File: config.mk
export PLATFORM = sky130hd
export DESIGN_NAME = led_channel_control_regs
export DESIGN_NICKNAME = d
export VERILOG_FILES = /design/src/shared/led_chan_pkg.sv /design/src/verilog/led_channel_control_regs.sv /design/src/verilog/channel_engine.sv
export VERILOG_INCLUDE_DIRS = /design/src /design/src/shared
export SDC_FILE = /design/constraint.sdc
export NUM_CORES = 2
export LEC_CHECK = 0
export BUFFER_PORTS_ARGS = -buffer_cell sky130_fd_sc_hd__buf_2
export CAP_MARGIN = 20
export CORE_ASPECT_RATIO = 0.75
export CORE_UTILIZATION = 25
export DETAILED_ROUTE_END_ITERATION = 12
export GPL_ROUTABILITY_DRIVEN = 0
export PLACE_DENSITY_LB_ADDON = 0.15
export SLEW_MARGIN = 5
export SYNTH_ARGS = -nofsm -noshare
export SYNTH_HDL_FRONTEND = slang
export SYNTH_SLANG_ARGS = --single-unit
File: constraint.sdc
create_clock -name sys_clk -period 5.1 [get_ports sys_clk]
set_clock_uncertainty 0.1 [all_clocks]
set_input_delay 0.765 -clock sys_clk [delete_from_list [all_inputs] [get_ports sys_clk]]
set_output_delay 0.765 -clock sys_clk [all_outputs]
set_load 0.05 [all_outputs]
File: src/shared/led_chan_consts.svh
`ifndef LED_CHAN_CONSTS_SVH
`define LED_CHAN_CONSTS_SVH

// register offsets
`define RUN_CTRL_OFS      7'h00
`define MODE_SEL_OFS      7'h01
`define RED_DUTY_OFS      7'h02
`define RED_DRIVE_OFS     7'h05
`define PROG_FIRST_OFS    7'h10
`define PROG_LAST_OFS     7'h6f

// field positions
`define LOG_EN_BIT        7
`define CHIP_EN_BIT       6
`define RED_FIELD_LSB     4
`define GREEN_FIELD_LSB   2
`define BLUE_FIELD_LSB    0

// reset values
`define RUN_CTRL_RST      8'h00
`define MODE_SEL_RST      8'h00
`define DUTY_RST          8'h00
`define DRIVE_RST         8'haf

// bus address, arbitrary value
`define DEV_ADDR_DFLT     7'h2a

// instruction length in clock cycles
`define INSTR_CYCLES_DFLT 16

`endif

File: src/shared/led_chan_pkg.sv
package led_chan_pkg;

  typedef enum logic [1:0] {
    EXEC_HOLD     = 2'b00,
    EXEC_STEP     = 2'b01,
    EXEC_CONTINUE = 2'b10,
    EXEC_SINGLE   = 2'b11
  } exec_type;

  typedef enum logic [1:0] {
    MODE_OFF    = 2'b00,
    MODE_LOAD   = 2'b01,
    MODE_RUN    = 2'b10,
    MODE_DIRECT = 2'b11
  } mode_type;

  typedef enum logic [2:0] {
    I2C_IDLE, I2C_ADDR, I2C_AACK, I2C_WR, I2C_WACK, I2C_RD, I2C_RACK
  } i2c_state_type;

  typedef struct packed {
    logic       wr;
    logic [6:0] addr;
    logic [7:0] data;
  } reg_req_type;

endpackage : led_chan_pkg

File: src/verilog/led_channel_control_regs.sv
// Summary of operation
// - log bit makes channel current logarithmic
// - chip enable writable, cleared by low pin
// - hold: finish instruction, then stop
// - step: finish, advance counter, back to hold
// - continue: run instruction, advance, repeat
// - execute: run one instruction, back to hold
// - disable: no program, no direct duty
// - load: program writes accepted, counter cleared
// - run: program runs per execution field
// - direct: duty comes from duty register
// - three 8-bit duty registers, direct only
// - red current 8 bits, 0.1 mA steps
// - current registers reset to 17.5 mA
// - green current same coding as red
// - mode field change clears program counter
`timescale 1ns/1ps
`default_nettype none
`include "led_chan_consts.svh"

module led_channel_control_regs #(
  parameter logic [6:0] DEV_ADDR     = `DEV_ADDR_DFLT,
  parameter int         INSTR_CYCLES = `INSTR_CYCLES_DFLT
) (
  input  wire logic       sys_clk,
  input  wire logic       nrst,
  input  wire logic       en_pin,
  input  wire logic       scl_in,
  input  wire logic       sda_in,
  output logic            sda_out,
  output logic            sda_oe_n,
  output logic      [7:0] red_duty,
  output logic      [7:0] green_duty,
  output logic      [7:0] blue_duty,
  output logic      [7:0] red_current,
  output logic      [7:0] green_current,
  output logic      [3:0] red_prog_counter,
  output logic      [3:0] green_prog_counter,
  output logic      [3:0] blue_prog_counter,
  output logic            chip_active
);
  import led_chan_pkg::*;

  localparam int CHANS     = 3;
  localparam int PROG_SIZE = 96;

  function automatic logic [1:0] chan_field(
    input logic [7:0] v,
    input logic [1:0] c
  );
    case (c)
      2'd0:    return v[`RED_FIELD_LSB +: 2];
      2'd1:    return v[`GREEN_FIELD_LSB +: 2];
      default: return v[`BLUE_FIELD_LSB +: 2];
    endcase
  endfunction : chan_field

  function automatic logic [7:0] log_map(input logic [7:0] x);
    logic [15:0] sq;
    sq = 16'(x) * 16'(x);
    return sq[15:8] | {7'h00, (x != 8'h00) & (sq[15:8] == 8'h00)};
  endfunction : log_map

  // bus front end
  i2c_state_type state;
  reg_req_type   bus_req;
  logic          scl_q;
  logic          sda_q;
  logic          start_ev;
  logic          stop_ev;
  logic          scl_rise;
  logic          scl_fall;
  logic [3:0]    bit_cnt;
  logic [7:0]    shreg;
  logic          rw;
  logic          first;
  logic [6:0]    ptr;
  logic          drive_low;
  logic [7:0]    rd_data;

  // register bank
  logic          rst_n;
  logic [7:0]    run_ctrl_reg;
  logic [7:0]    run_ctrl_next;
  logic [7:0]    mode_sel_reg;
  logic [7:0]    duty_reg [CHANS];
  logic [7:0]    drive_reg [2];
  logic [7:0]    prog_mem [PROG_SIZE];
  logic [6:0]    prog_idx;
  logic          prog_hit;
  logic          chip_en;
  logic          log_en;
  logic [CHANS-1:0] mode_chg;
  logic [CHANS-1:0] hold_req;
  logic [3:0]    pc [CHANS];
  logic [7:0]    eng_duty [CHANS];
  logic [7:0]    duty_out [CHANS];

  assign rst_n   = nrst && en_pin;
  assign chip_en = run_ctrl_reg[`CHIP_EN_BIT];
  assign log_en  = run_ctrl_reg[`LOG_EN_BIT];

  assign start_ev = scl_q && scl_in && sda_q && !sda_in;
  assign stop_ev  = scl_q && scl_in && !sda_q && sda_in;
  assign scl_rise = !scl_q && scl_in;
  assign scl_fall = scl_q && !scl_in;

  assign sda_out  = 1'b0;
  assign sda_oe_n = !drive_low;

  always_ff @(posedge sys_clk) begin
    if (!nrst) begin
      scl_q <= 1'b1;
      sda_q <= 1'b1;
    end else begin
      scl_q <= scl_in;
      sda_q <= sda_in;
    end
  end

  // byte-wide protocol engine with auto-incrementing pointer
  always_ff @(posedge sys_clk) begin
    bus_req.wr <= 1'b0;
    if (!nrst) begin
      state     <= I2C_IDLE;
      bus_req   <= '0;
      bit_cnt   <= 4'h0;
      shreg     <= 8'h00;
      rw        <= 1'b0;
      first     <= 1'b0;
      ptr       <= 7'h00;
      drive_low <= 1'b0;
    end else if (start_ev) begin
      state     <= I2C_ADDR;
      bit_cnt   <= 4'h0;
      first     <= 1'b1;
      drive_low <= 1'b0;
    end else if (stop_ev) begin
      state     <= I2C_IDLE;
      drive_low <= 1'b0;
    end else if (scl_rise) begin
      if (state == I2C_ADDR || state == I2C_WR) begin
        shreg   <= {shreg[6:0], sda_in};
        bit_cnt <= bit_cnt + 4'h1;
      end else if (state == I2C_RACK && sda_in) begin
        state <= I2C_IDLE;
      end
    end else if (scl_fall) begin
      unique case (state)
        I2C_IDLE: begin
        end
        I2C_ADDR: begin
          if (bit_cnt == 4'h8) begin
            if (shreg[7:1] == DEV_ADDR) begin
              drive_low <= 1'b1;
              rw        <= shreg[0];
              state     <= I2C_AACK;
            end else begin
              state <= I2C_IDLE;
            end
          end
        end
        I2C_AACK, I2C_RACK: begin
          if (state == I2C_RACK || rw) begin
            drive_low <= !rd_data[7];
            shreg     <= {rd_data[6:0], 1'b0};
            bit_cnt   <= 4'h1;
            state     <= I2C_RD;
          end else begin
            drive_low <= 1'b0;
            bit_cnt   <= 4'h0;
            state     <= I2C_WR;
          end
        end
        I2C_WR: begin
          if (bit_cnt == 4'h8) begin
            drive_low <= 1'b1;
            state     <= I2C_WACK;
            if (first) begin
              ptr   <= shreg[6:0];
              first <= 1'b0;
            end else begin
              bus_req.wr   <= 1'b1;
              bus_req.addr <= ptr;
              bus_req.data <= shreg;
              ptr          <= ptr + 7'h01;
            end
          end
        end
        I2C_WACK: begin
          drive_low <= 1'b0;
          bit_cnt   <= 4'h0;
          state     <= I2C_WR;
        end
        I2C_RD: begin
          if (bit_cnt == 4'h8) begin
            drive_low <= 1'b0;
            ptr       <= ptr + 7'h01;
            state     <= I2C_RACK;
          end else begin
            drive_low <= !shreg[7];
            shreg     <= {shreg[6:0], 1'b0};
            bit_cnt   <= bit_cnt + 4'h1;
          end
        end
      endcase
    end
  end

  assign prog_idx = bus_req.addr - `PROG_FIRST_OFS;
  assign prog_hit = bus_req.wr
                    && bus_req.addr >= `PROG_FIRST_OFS
                    && bus_req.addr <= `PROG_LAST_OFS;

  // read mux, unmapped addresses read as zero
  always_comb begin
    logic [6:0] ridx;
    ridx    = ptr - `PROG_FIRST_OFS;
    rd_data = 8'h00;
    if (ptr == `RUN_CTRL_OFS) begin
      rd_data = run_ctrl_reg;
    end else if (ptr == `MODE_SEL_OFS) begin
      rd_data = mode_sel_reg;
    end else if (ptr >= `RED_DUTY_OFS && ptr < `RED_DRIVE_OFS) begin
      rd_data = duty_reg[2'(ptr - `RED_DUTY_OFS)];
    end else if (ptr >= `RED_DRIVE_OFS && ptr < `RED_DRIVE_OFS + 7'h02) begin
      rd_data = drive_reg[1'(ptr - `RED_DRIVE_OFS)];
    end else if (ptr >= `PROG_FIRST_OFS && ptr <= `PROG_LAST_OFS) begin
      rd_data = prog_mem[ridx];
    end
  end

  // host write wins over the engine's return to hold
  always_comb begin
    run_ctrl_next = run_ctrl_reg;
    if (bus_req.wr && bus_req.addr == `RUN_CTRL_OFS) begin
      run_ctrl_next = bus_req.data;
    end else begin
      for (int c = 0; c < CHANS; c++) begin
        if (hold_req[c]) begin
          run_ctrl_next[(`RED_FIELD_LSB - 2*c) +: 2] = EXEC_HOLD;
        end
      end
    end
  end

  always_ff @(posedge sys_clk) begin
    if (!rst_n) begin
      run_ctrl_reg <= `RUN_CTRL_RST;
    end else begin
      run_ctrl_reg <= run_ctrl_next;
    end
  end

  always_comb begin
    for (int c = 0; c < CHANS; c++) begin
      mode_chg[c] = bus_req.wr && bus_req.addr == `MODE_SEL_OFS
                    && chan_field(bus_req.data, 2'(c))
                       != chan_field(mode_sel_reg, 2'(c));
    end
  end

  always_ff @(posedge sys_clk) begin
    if (!rst_n) begin
      mode_sel_reg <= `MODE_SEL_RST;
    end else if (bus_req.wr && bus_req.addr == `MODE_SEL_OFS) begin
      mode_sel_reg <= bus_req.data;
    end
  end

  always_ff @(posedge sys_clk) begin
    if (!rst_n) begin
      for (int c = 0; c < CHANS; c++) begin
        duty_reg[c] <= `DUTY_RST;
      end
    end else begin
      for (int c = 0; c < CHANS; c++) begin
        if (bus_req.wr && bus_req.addr == 7'(`RED_DUTY_OFS + c)) begin
          duty_reg[c] <= bus_req.data;
        end
      end
    end
  end

  always_ff @(posedge sys_clk) begin
    if (!rst_n) begin
      drive_reg[0] <= `DRIVE_RST;
      drive_reg[1] <= `DRIVE_RST;
    end else begin
      for (int c = 0; c < 2; c++) begin
        if (bus_req.wr && bus_req.addr == 7'(`RED_DRIVE_OFS + c)) begin
          drive_reg[c] <= bus_req.data;
        end
      end
    end
  end

  always_ff @(posedge sys_clk) begin
    if (prog_hit
        && chan_field(mode_sel_reg, prog_idx[6:5]) == MODE_LOAD) begin
      prog_mem[prog_idx] <= bus_req.data;
    end
  end

  for (genvar c = 0; c < CHANS; c++) begin : g_chan
    channel_engine #(
      .INSTR_CYCLES (INSTR_CYCLES)
    ) u_engine (
      .sys_clk      (sys_clk),
      .nrst         (rst_n),
      .enable       (chip_en),
      .mode         (mode_type'(chan_field(mode_sel_reg, 2'(c)))),
      .exec         (exec_type'(chan_field(run_ctrl_reg, 2'(c)))),
      .mode_change  (mode_chg[c]),
      .instr        (prog_mem[{2'(c), pc[c], 1'b1}]),
      .prog_counter (pc[c]),
      .hold_req     (hold_req[c]),
      .duty         (eng_duty[c])
    );
  end

  // output duty per channel mode
  always_ff @(posedge sys_clk) begin
    if (!rst_n) begin
      for (int c = 0; c < CHANS; c++) begin
        duty_out[c] <= 8'h00;
      end
    end else begin
      for (int c = 0; c < CHANS; c++) begin
        if (!chip_en) begin
          duty_out[c] <= 8'h00;
        end else begin
          unique case (mode_type'(chan_field(mode_sel_reg, 2'(c))))
            MODE_DIRECT: duty_out[c] <= duty_reg[c];
            MODE_RUN:    duty_out[c] <= eng_duty[c];
            MODE_OFF:    duty_out[c] <= 8'h00;
            MODE_LOAD:   duty_out[c] <= 8'h00;
          endcase
        end
      end
    end
  end

  always_ff @(posedge sys_clk) begin
    if (!rst_n) begin
      red_current   <= 8'h00;
      green_current <= 8'h00;
      chip_active   <= 1'b0;
    end else begin
      red_current   <= log_en ? log_map(drive_reg[0]) : drive_reg[0];
      green_current <= log_en ? log_map(drive_reg[1]) : drive_reg[1];
      chip_active   <= chip_en;
    end
  end

  assign red_duty           = duty_out[0];
  assign green_duty         = duty_out[1];
  assign blue_duty          = duty_out[2];
  assign red_prog_counter   = pc[0];
  assign green_prog_counter = pc[1];
  assign blue_prog_counter  = pc[2];

endmodule : led_channel_control_regs
`default_nettype wire

File: src/verilog/channel_engine.sv
`timescale 1ns/1ps
`default_nettype none
`include "led_chan_consts.svh"

module channel_engine #(
  parameter int INSTR_CYCLES = `INSTR_CYCLES_DFLT,
  parameter int CNT_W        = 8
) (
  input  wire logic                  sys_clk,
  input  wire logic                  nrst,
  input  wire logic                  enable,
  input  wire led_chan_pkg::mode_type mode,
  input  wire led_chan_pkg::exec_type exec,
  input  wire logic                  mode_change,
  input  wire logic [7:0]            instr,
  output logic      [3:0]            prog_counter,
  output logic                       hold_req,
  output logic      [7:0]            duty
);
  import led_chan_pkg::*;

  localparam logic [CNT_W-1:0] CNT_LOAD = CNT_W'(INSTR_CYCLES - 1);

  logic             busy;
  logic [CNT_W-1:0] cnt;
  logic             running;
  logic             done;

  assign running  = enable && (mode == MODE_RUN) && !mode_change;
  assign done     = running && busy && (cnt == '0);
  assign hold_req = done && (exec == EXEC_STEP || exec == EXEC_SINGLE);

  always_ff @(posedge sys_clk) begin
    if (!nrst) begin
      busy         <= 1'b0;
      cnt          <= '0;
      prog_counter <= 4'h0;
      duty         <= 8'h00;
    end else if (mode_change) begin
      busy         <= 1'b0;
      cnt          <= '0;
      prog_counter <= 4'h0;
    end else if (!running) begin
      busy <= 1'b0;
    end else if (busy) begin
      if (cnt == '0) begin
        busy <= 1'b0;
        if (exec == EXEC_STEP || exec == EXEC_CONTINUE) begin
          prog_counter <= prog_counter + 4'h1;
        end
      end else begin
        cnt <= cnt - CNT_W'(1);
      end
    end else if (exec != EXEC_HOLD) begin
      busy <= 1'b1;
      cnt  <= CNT_LOAD;
      duty <= instr;
    end
  end

endmodule : channel_engine
`default_nettype wire

==> results.rst <==
.. list-table::
   :header-rows: 1

   * - Metric
     - Value
   * - Crit path launch
     - drive_reg[0][6]$_DFFE_PP_
   * - Core box area
     - 183000 um^2
   * - Required @ worst endpoint
     - 5.59 ns
   * - Grt ovf
     - 0
   * - Register bit total from synthesis
     - 971
   * - First-pass GRT wire length
     - 218 mm
   * - Endpoint kind of the worst setup timing path
     - flip-flop
   * - Async set-reset flop share out of synthesis
     - 0
   * - Total leakage power
     - 0.0181 uW
   * - Slew Limit Fails
     - 0
   * - Mean instance size in the synthesized netlist
     - 15.5 um^2
   * - Largest Register
     - prog_mem
   * - Path type of the worst setup path
     - flip-flop to flip-flop
   * - Number of I/O pins
     - 60
   * - Cell count after placement
     - 5471
   * - HPWL Detailed
     - 107 mm
   * - Buffer cell driving the clock tree root
     - sky130_fd_sc_hd__clkbuf_16
   * - Setup violators final
     - 0
   * - Reg2reg end
     - red_current[0]$_SDFF_PN0_
   * - Post-route total power
     - 17500 uW
   * - TritonCTS clock tree
     - done
   * - DRT antenna net count
     - 0
   * - Detailed Route WL
     - 154 mm
   * - Floorplan die height
     - 374 um
   * - End point of the critical path
     - red_current[0]$_SDFF_PN0_
   * - Flip-flop count of the largest register after layout
     - 768
   * - Path category of the worst min-delay check
     - input port to flip-flop
   * - Sum Neg Setup Slack
     - 0 ns
   * - First-pass iteration count of the detailed router
     - 5
   * - Post-synthesis cell count
     - 2970
   * - Hold path cells
     - 2
   * - Total of max-cap violations
     - 0
   * - Worst vdd ir
     - 0.273 mV
   * - Number of H-tree branching levels
     - 3
   * - Worst Hold Slack
     - 0.278 ns
   * - Startpoint type of the worst setup path
     - flip-flop
   * - Power per cell area
     - 326 nW/um^2
   * - Worst slew pin tran
     - 1.01 ns
   * - FP Rows
     - 136
   * - GRT Resource Usage Total
     - 0.164
   * - Clock-pin transition on the worst setup and hold timing paths
     - 0.06 ns
   * - Number of warnings issued by yosys
     - 0
   * - Wire length per cell after detailed routing
     - 27.2 um
   * - Number of standard cells in the layout, taps in and fillers out
     - 5671
   * - Worst slack at placement
     - 0.124 ns
   * - Number of global-route vias before repair
     - 27700
   * - R2R Setup Slk
     - 0.26 ns
   * - Filler Cells Inserted
     - 18300
   * - Fraction of layout cells with a size suffix above 1
     - 0.255
   * - Via count
     - 27600
   * - Floorplan die area
     - 186000 um^2
   * - Initial core utilization
     - 0.251
   * - Number of distinct library cells after synthesis
     - 91
   * - Clock Tree Buf Depth
     - 3
   * - Inserted Clock Buffers
     - 102
   * - Startpoint of the worst register-to-register path
     - drive_reg[0][6]$_DFFE_PP_
   * - Predominant post-synthesis flop cell
     - sky130_fd_sc_hd__edfxtp_1
   * - Post-synth EDFFs
     - 832
   * - Sequential share of the synthesized area
     - 0.603
   * - Area added between synthesis and finish
     - 16.7%
   * - 1st-iter DRT viols
     - 2503
   * - Post-synthesis instance area
     - 46000 um^2
   * - Period minus WS final
     - 4.84 ns
   * - # DRC
     - 0
   * - Net count, final
     - 3312
   * - Antenna violations before repair
     - 11
   * - Max-slew headroom at the worst pin
     - 0.306
   * - Number of endpoints with negative hold slack in the final report
     - 0
   * - Worst EP arrival
     - 5.32 ns
   * - CTS sink count
     - 971
   * - Part of the cycle the worst path needs
     - 0.948
   * - Die W
     - 498 um
   * - Vias/cell
     - 4.87
   * - Later-pin clock latency in the skew report
     - 0.76 ns
   * - Max frequency
     - 207 MHz
   * - Worst-path fanout max
     - 7
   * - Status
     - finished, final reports clean
   * - Quantity of I/O buffers inserted on ports
     - 58
   * - Final critical-path setup slack
     - 0.263 ns
   * - Depth of the most critical reg-to-reg path
     - 15
   * - Maximum number of pins on one net before global-route repair
     - 68
-- worst max-delay path, stage by stage, from the launching register on --
cell and delay (ns):
sky130_fd_sc_hd__edfxtp_1 0.51, sky130_fd_sc_hd__buf_4 0.19, sky130_fd_sc_hd__and2_1 0.20, sky130_fd_sc_hd__fa_1 0.43, sky130_fd_sc_hd__fa_1 0.43, sky130_fd_sc_hd__fa_1 0.51
sky130_fd_sc_hd__inv_1 0.05, sky130_fd_sc_hd__fa_1 0.47, sky130_fd_sc_hd__inv_1 0.04, sky130_fd_sc_hd__ha_1 0.23, sky130_fd_sc_hd__or3_1 0.37, sky130_fd_sc_hd__a211oi_1 0.28
sky130_fd_sc_hd__a21oi_2 0.14, sky130_fd_sc_hd__a311oi_2 0.37, sky130_fd_sc_hd__mux2i_1 0.27, sky130_fd_sc_hd__o32ai_1 0.10
-- synth_stat cells (all sizes together), types with 16 or more instances --
master	number	area share
nor2b	17	0.0023
buf	93	0.013
xor2	23	0.0044
ha	93	0.025
nor2	255	0.021
mux2	17	0.0042
o21ai	45	0.0049
mux4	305	0.15
a2111oi	18	0.0059
nor3	25	0.0035
a22oi	40	0.0065
edfxtp	832	0.54
dfxtp	139	0.060
a211oi	18	0.0029
fa	48	0.021
or2	19	0.0026
inv	124	0.010
mux2i	116	0.025
nand2	151	0.012
o22ai	20	0.0027
xnor2	37	0.0070
nand2b	16	0.0022
nand3	42	0.0046
clkbuf	93	0.0078
and2	51	0.0069
a21oi	105	0.011
-- worst min-delay path by stage --
stage,start,endpoint
after CTS,sda_in,sda_q$_SDFF_PN1_
final,sda_in,sda_q$_SDFF_PN1_
after floorplan,g_chan[0].u_engine.duty[0]$_SDFFE_PN0P_,g_chan[0].u_engine.duty[0]$_SDFFE_PN0P_
after detailed placement,g_chan[1].u_engine.duty[4]$_SDFFE_PN0P_,g_chan[1].u_engine.duty[4]$_SDFFE_PN0P_
after global placement,g_chan[1].u_engine.duty[5]$_SDFFE_PN0P_,g_chan[1].u_engine.duty[5]$_SDFFE_PN0P_
after global routing,sda_in,sda_q$_SDFF_PN1_
-- power breakdown --
part           internal [uW]  switching (uW)  leakage, uW
clock network           4640            3430      0.00172
registers               8520            28.0      0.00981
logic                    368             554      0.00660
total                  13500            4020       0.0181
-- layout by cell type (no fill, tap or decap), drive strengths merged, types with 8 or more instances in the layout --
master	count
mux4	305
nand2b	16
conb	25
nand3	42
clkbuf	128
nand3b	13
nand2	151
a22o	13
dfxtp	139
o221ai	11
nor3	25
a2111oi	18
a21oi	105
o21a	10
and3	9
a211oi	18
or2	19
nor4	14
nand4	8
mux2i	116
nor2b	17
xor2	23
o21ai	45
ha	93
mux2	17
fa	48
edfxtp	832
a22oi	40
or3	13
bufinv	16
o211ai	12
inv	130
buf	255
clkinvlp	8
xnor2	37
o22ai	20
and2	51
clkinv	36
nor2	255
-- metal layers --
layer / vias to the layer above / routed length (um) / track usage
li1: 12000 / - / -
met5: - / 12 / 0
met1: 14700 / 76700 / 0.252
met2: 756 / 64600 / 0.233
met4: 2 / 2790 / 0.0342
met3: 144 / 10200 / 0.0365
-- metrics by stage --
stage | cell area (um^2) | utilization
5_1_grt | 53700 | 0.293
2_1_floorplan | 46100 | -
3_3_place_gp | 50100 | 0.274
4_1_cts | 53700 | 0.293
6_report | 53700 | 0.293
3_5_place_dp | 50100 | 0.274
-- kinds of logic (layout without fill, tap and decap cells) --
group	Yosys count	after routing	synth area share
xor gates and xnor gates	60	60	0.0114
other	2	28	0.000163
buffers and inverters	313	573	0.0309
muxes	438	438	0.179
AOI/OAI and AO/OA	373	373	0.0585
DFF	971	971	0.603
adders and majority gates	141	141	0.0461
and+or+nand+nor	672	672	0.0713
-- cell type report --
class | instances | area [um^2] | share of cell area
sequential | 971 | 27800 | 0.518
multi-input combinational | 1709 | 17000 | 0.317
tap | 2415 | 3020 | 0.0562
clock buffer | 128 | 2730 | 0.0509
timing repair buffer | 255 | 1840 | 0.0343
clock inverter | 63 | 806 | 0.0150
inverter | 127 | 477 | 0.00887
antenna | 3 | 7.51 | 0.000140
-- repair_timing --
item,4_1_cts,5_1_grt
resized for setup,0,6
buffers inserted,0,5
setup endpoints to repair,0,5
hold buffers,0,0
Power figures use the tool's default switching activity.
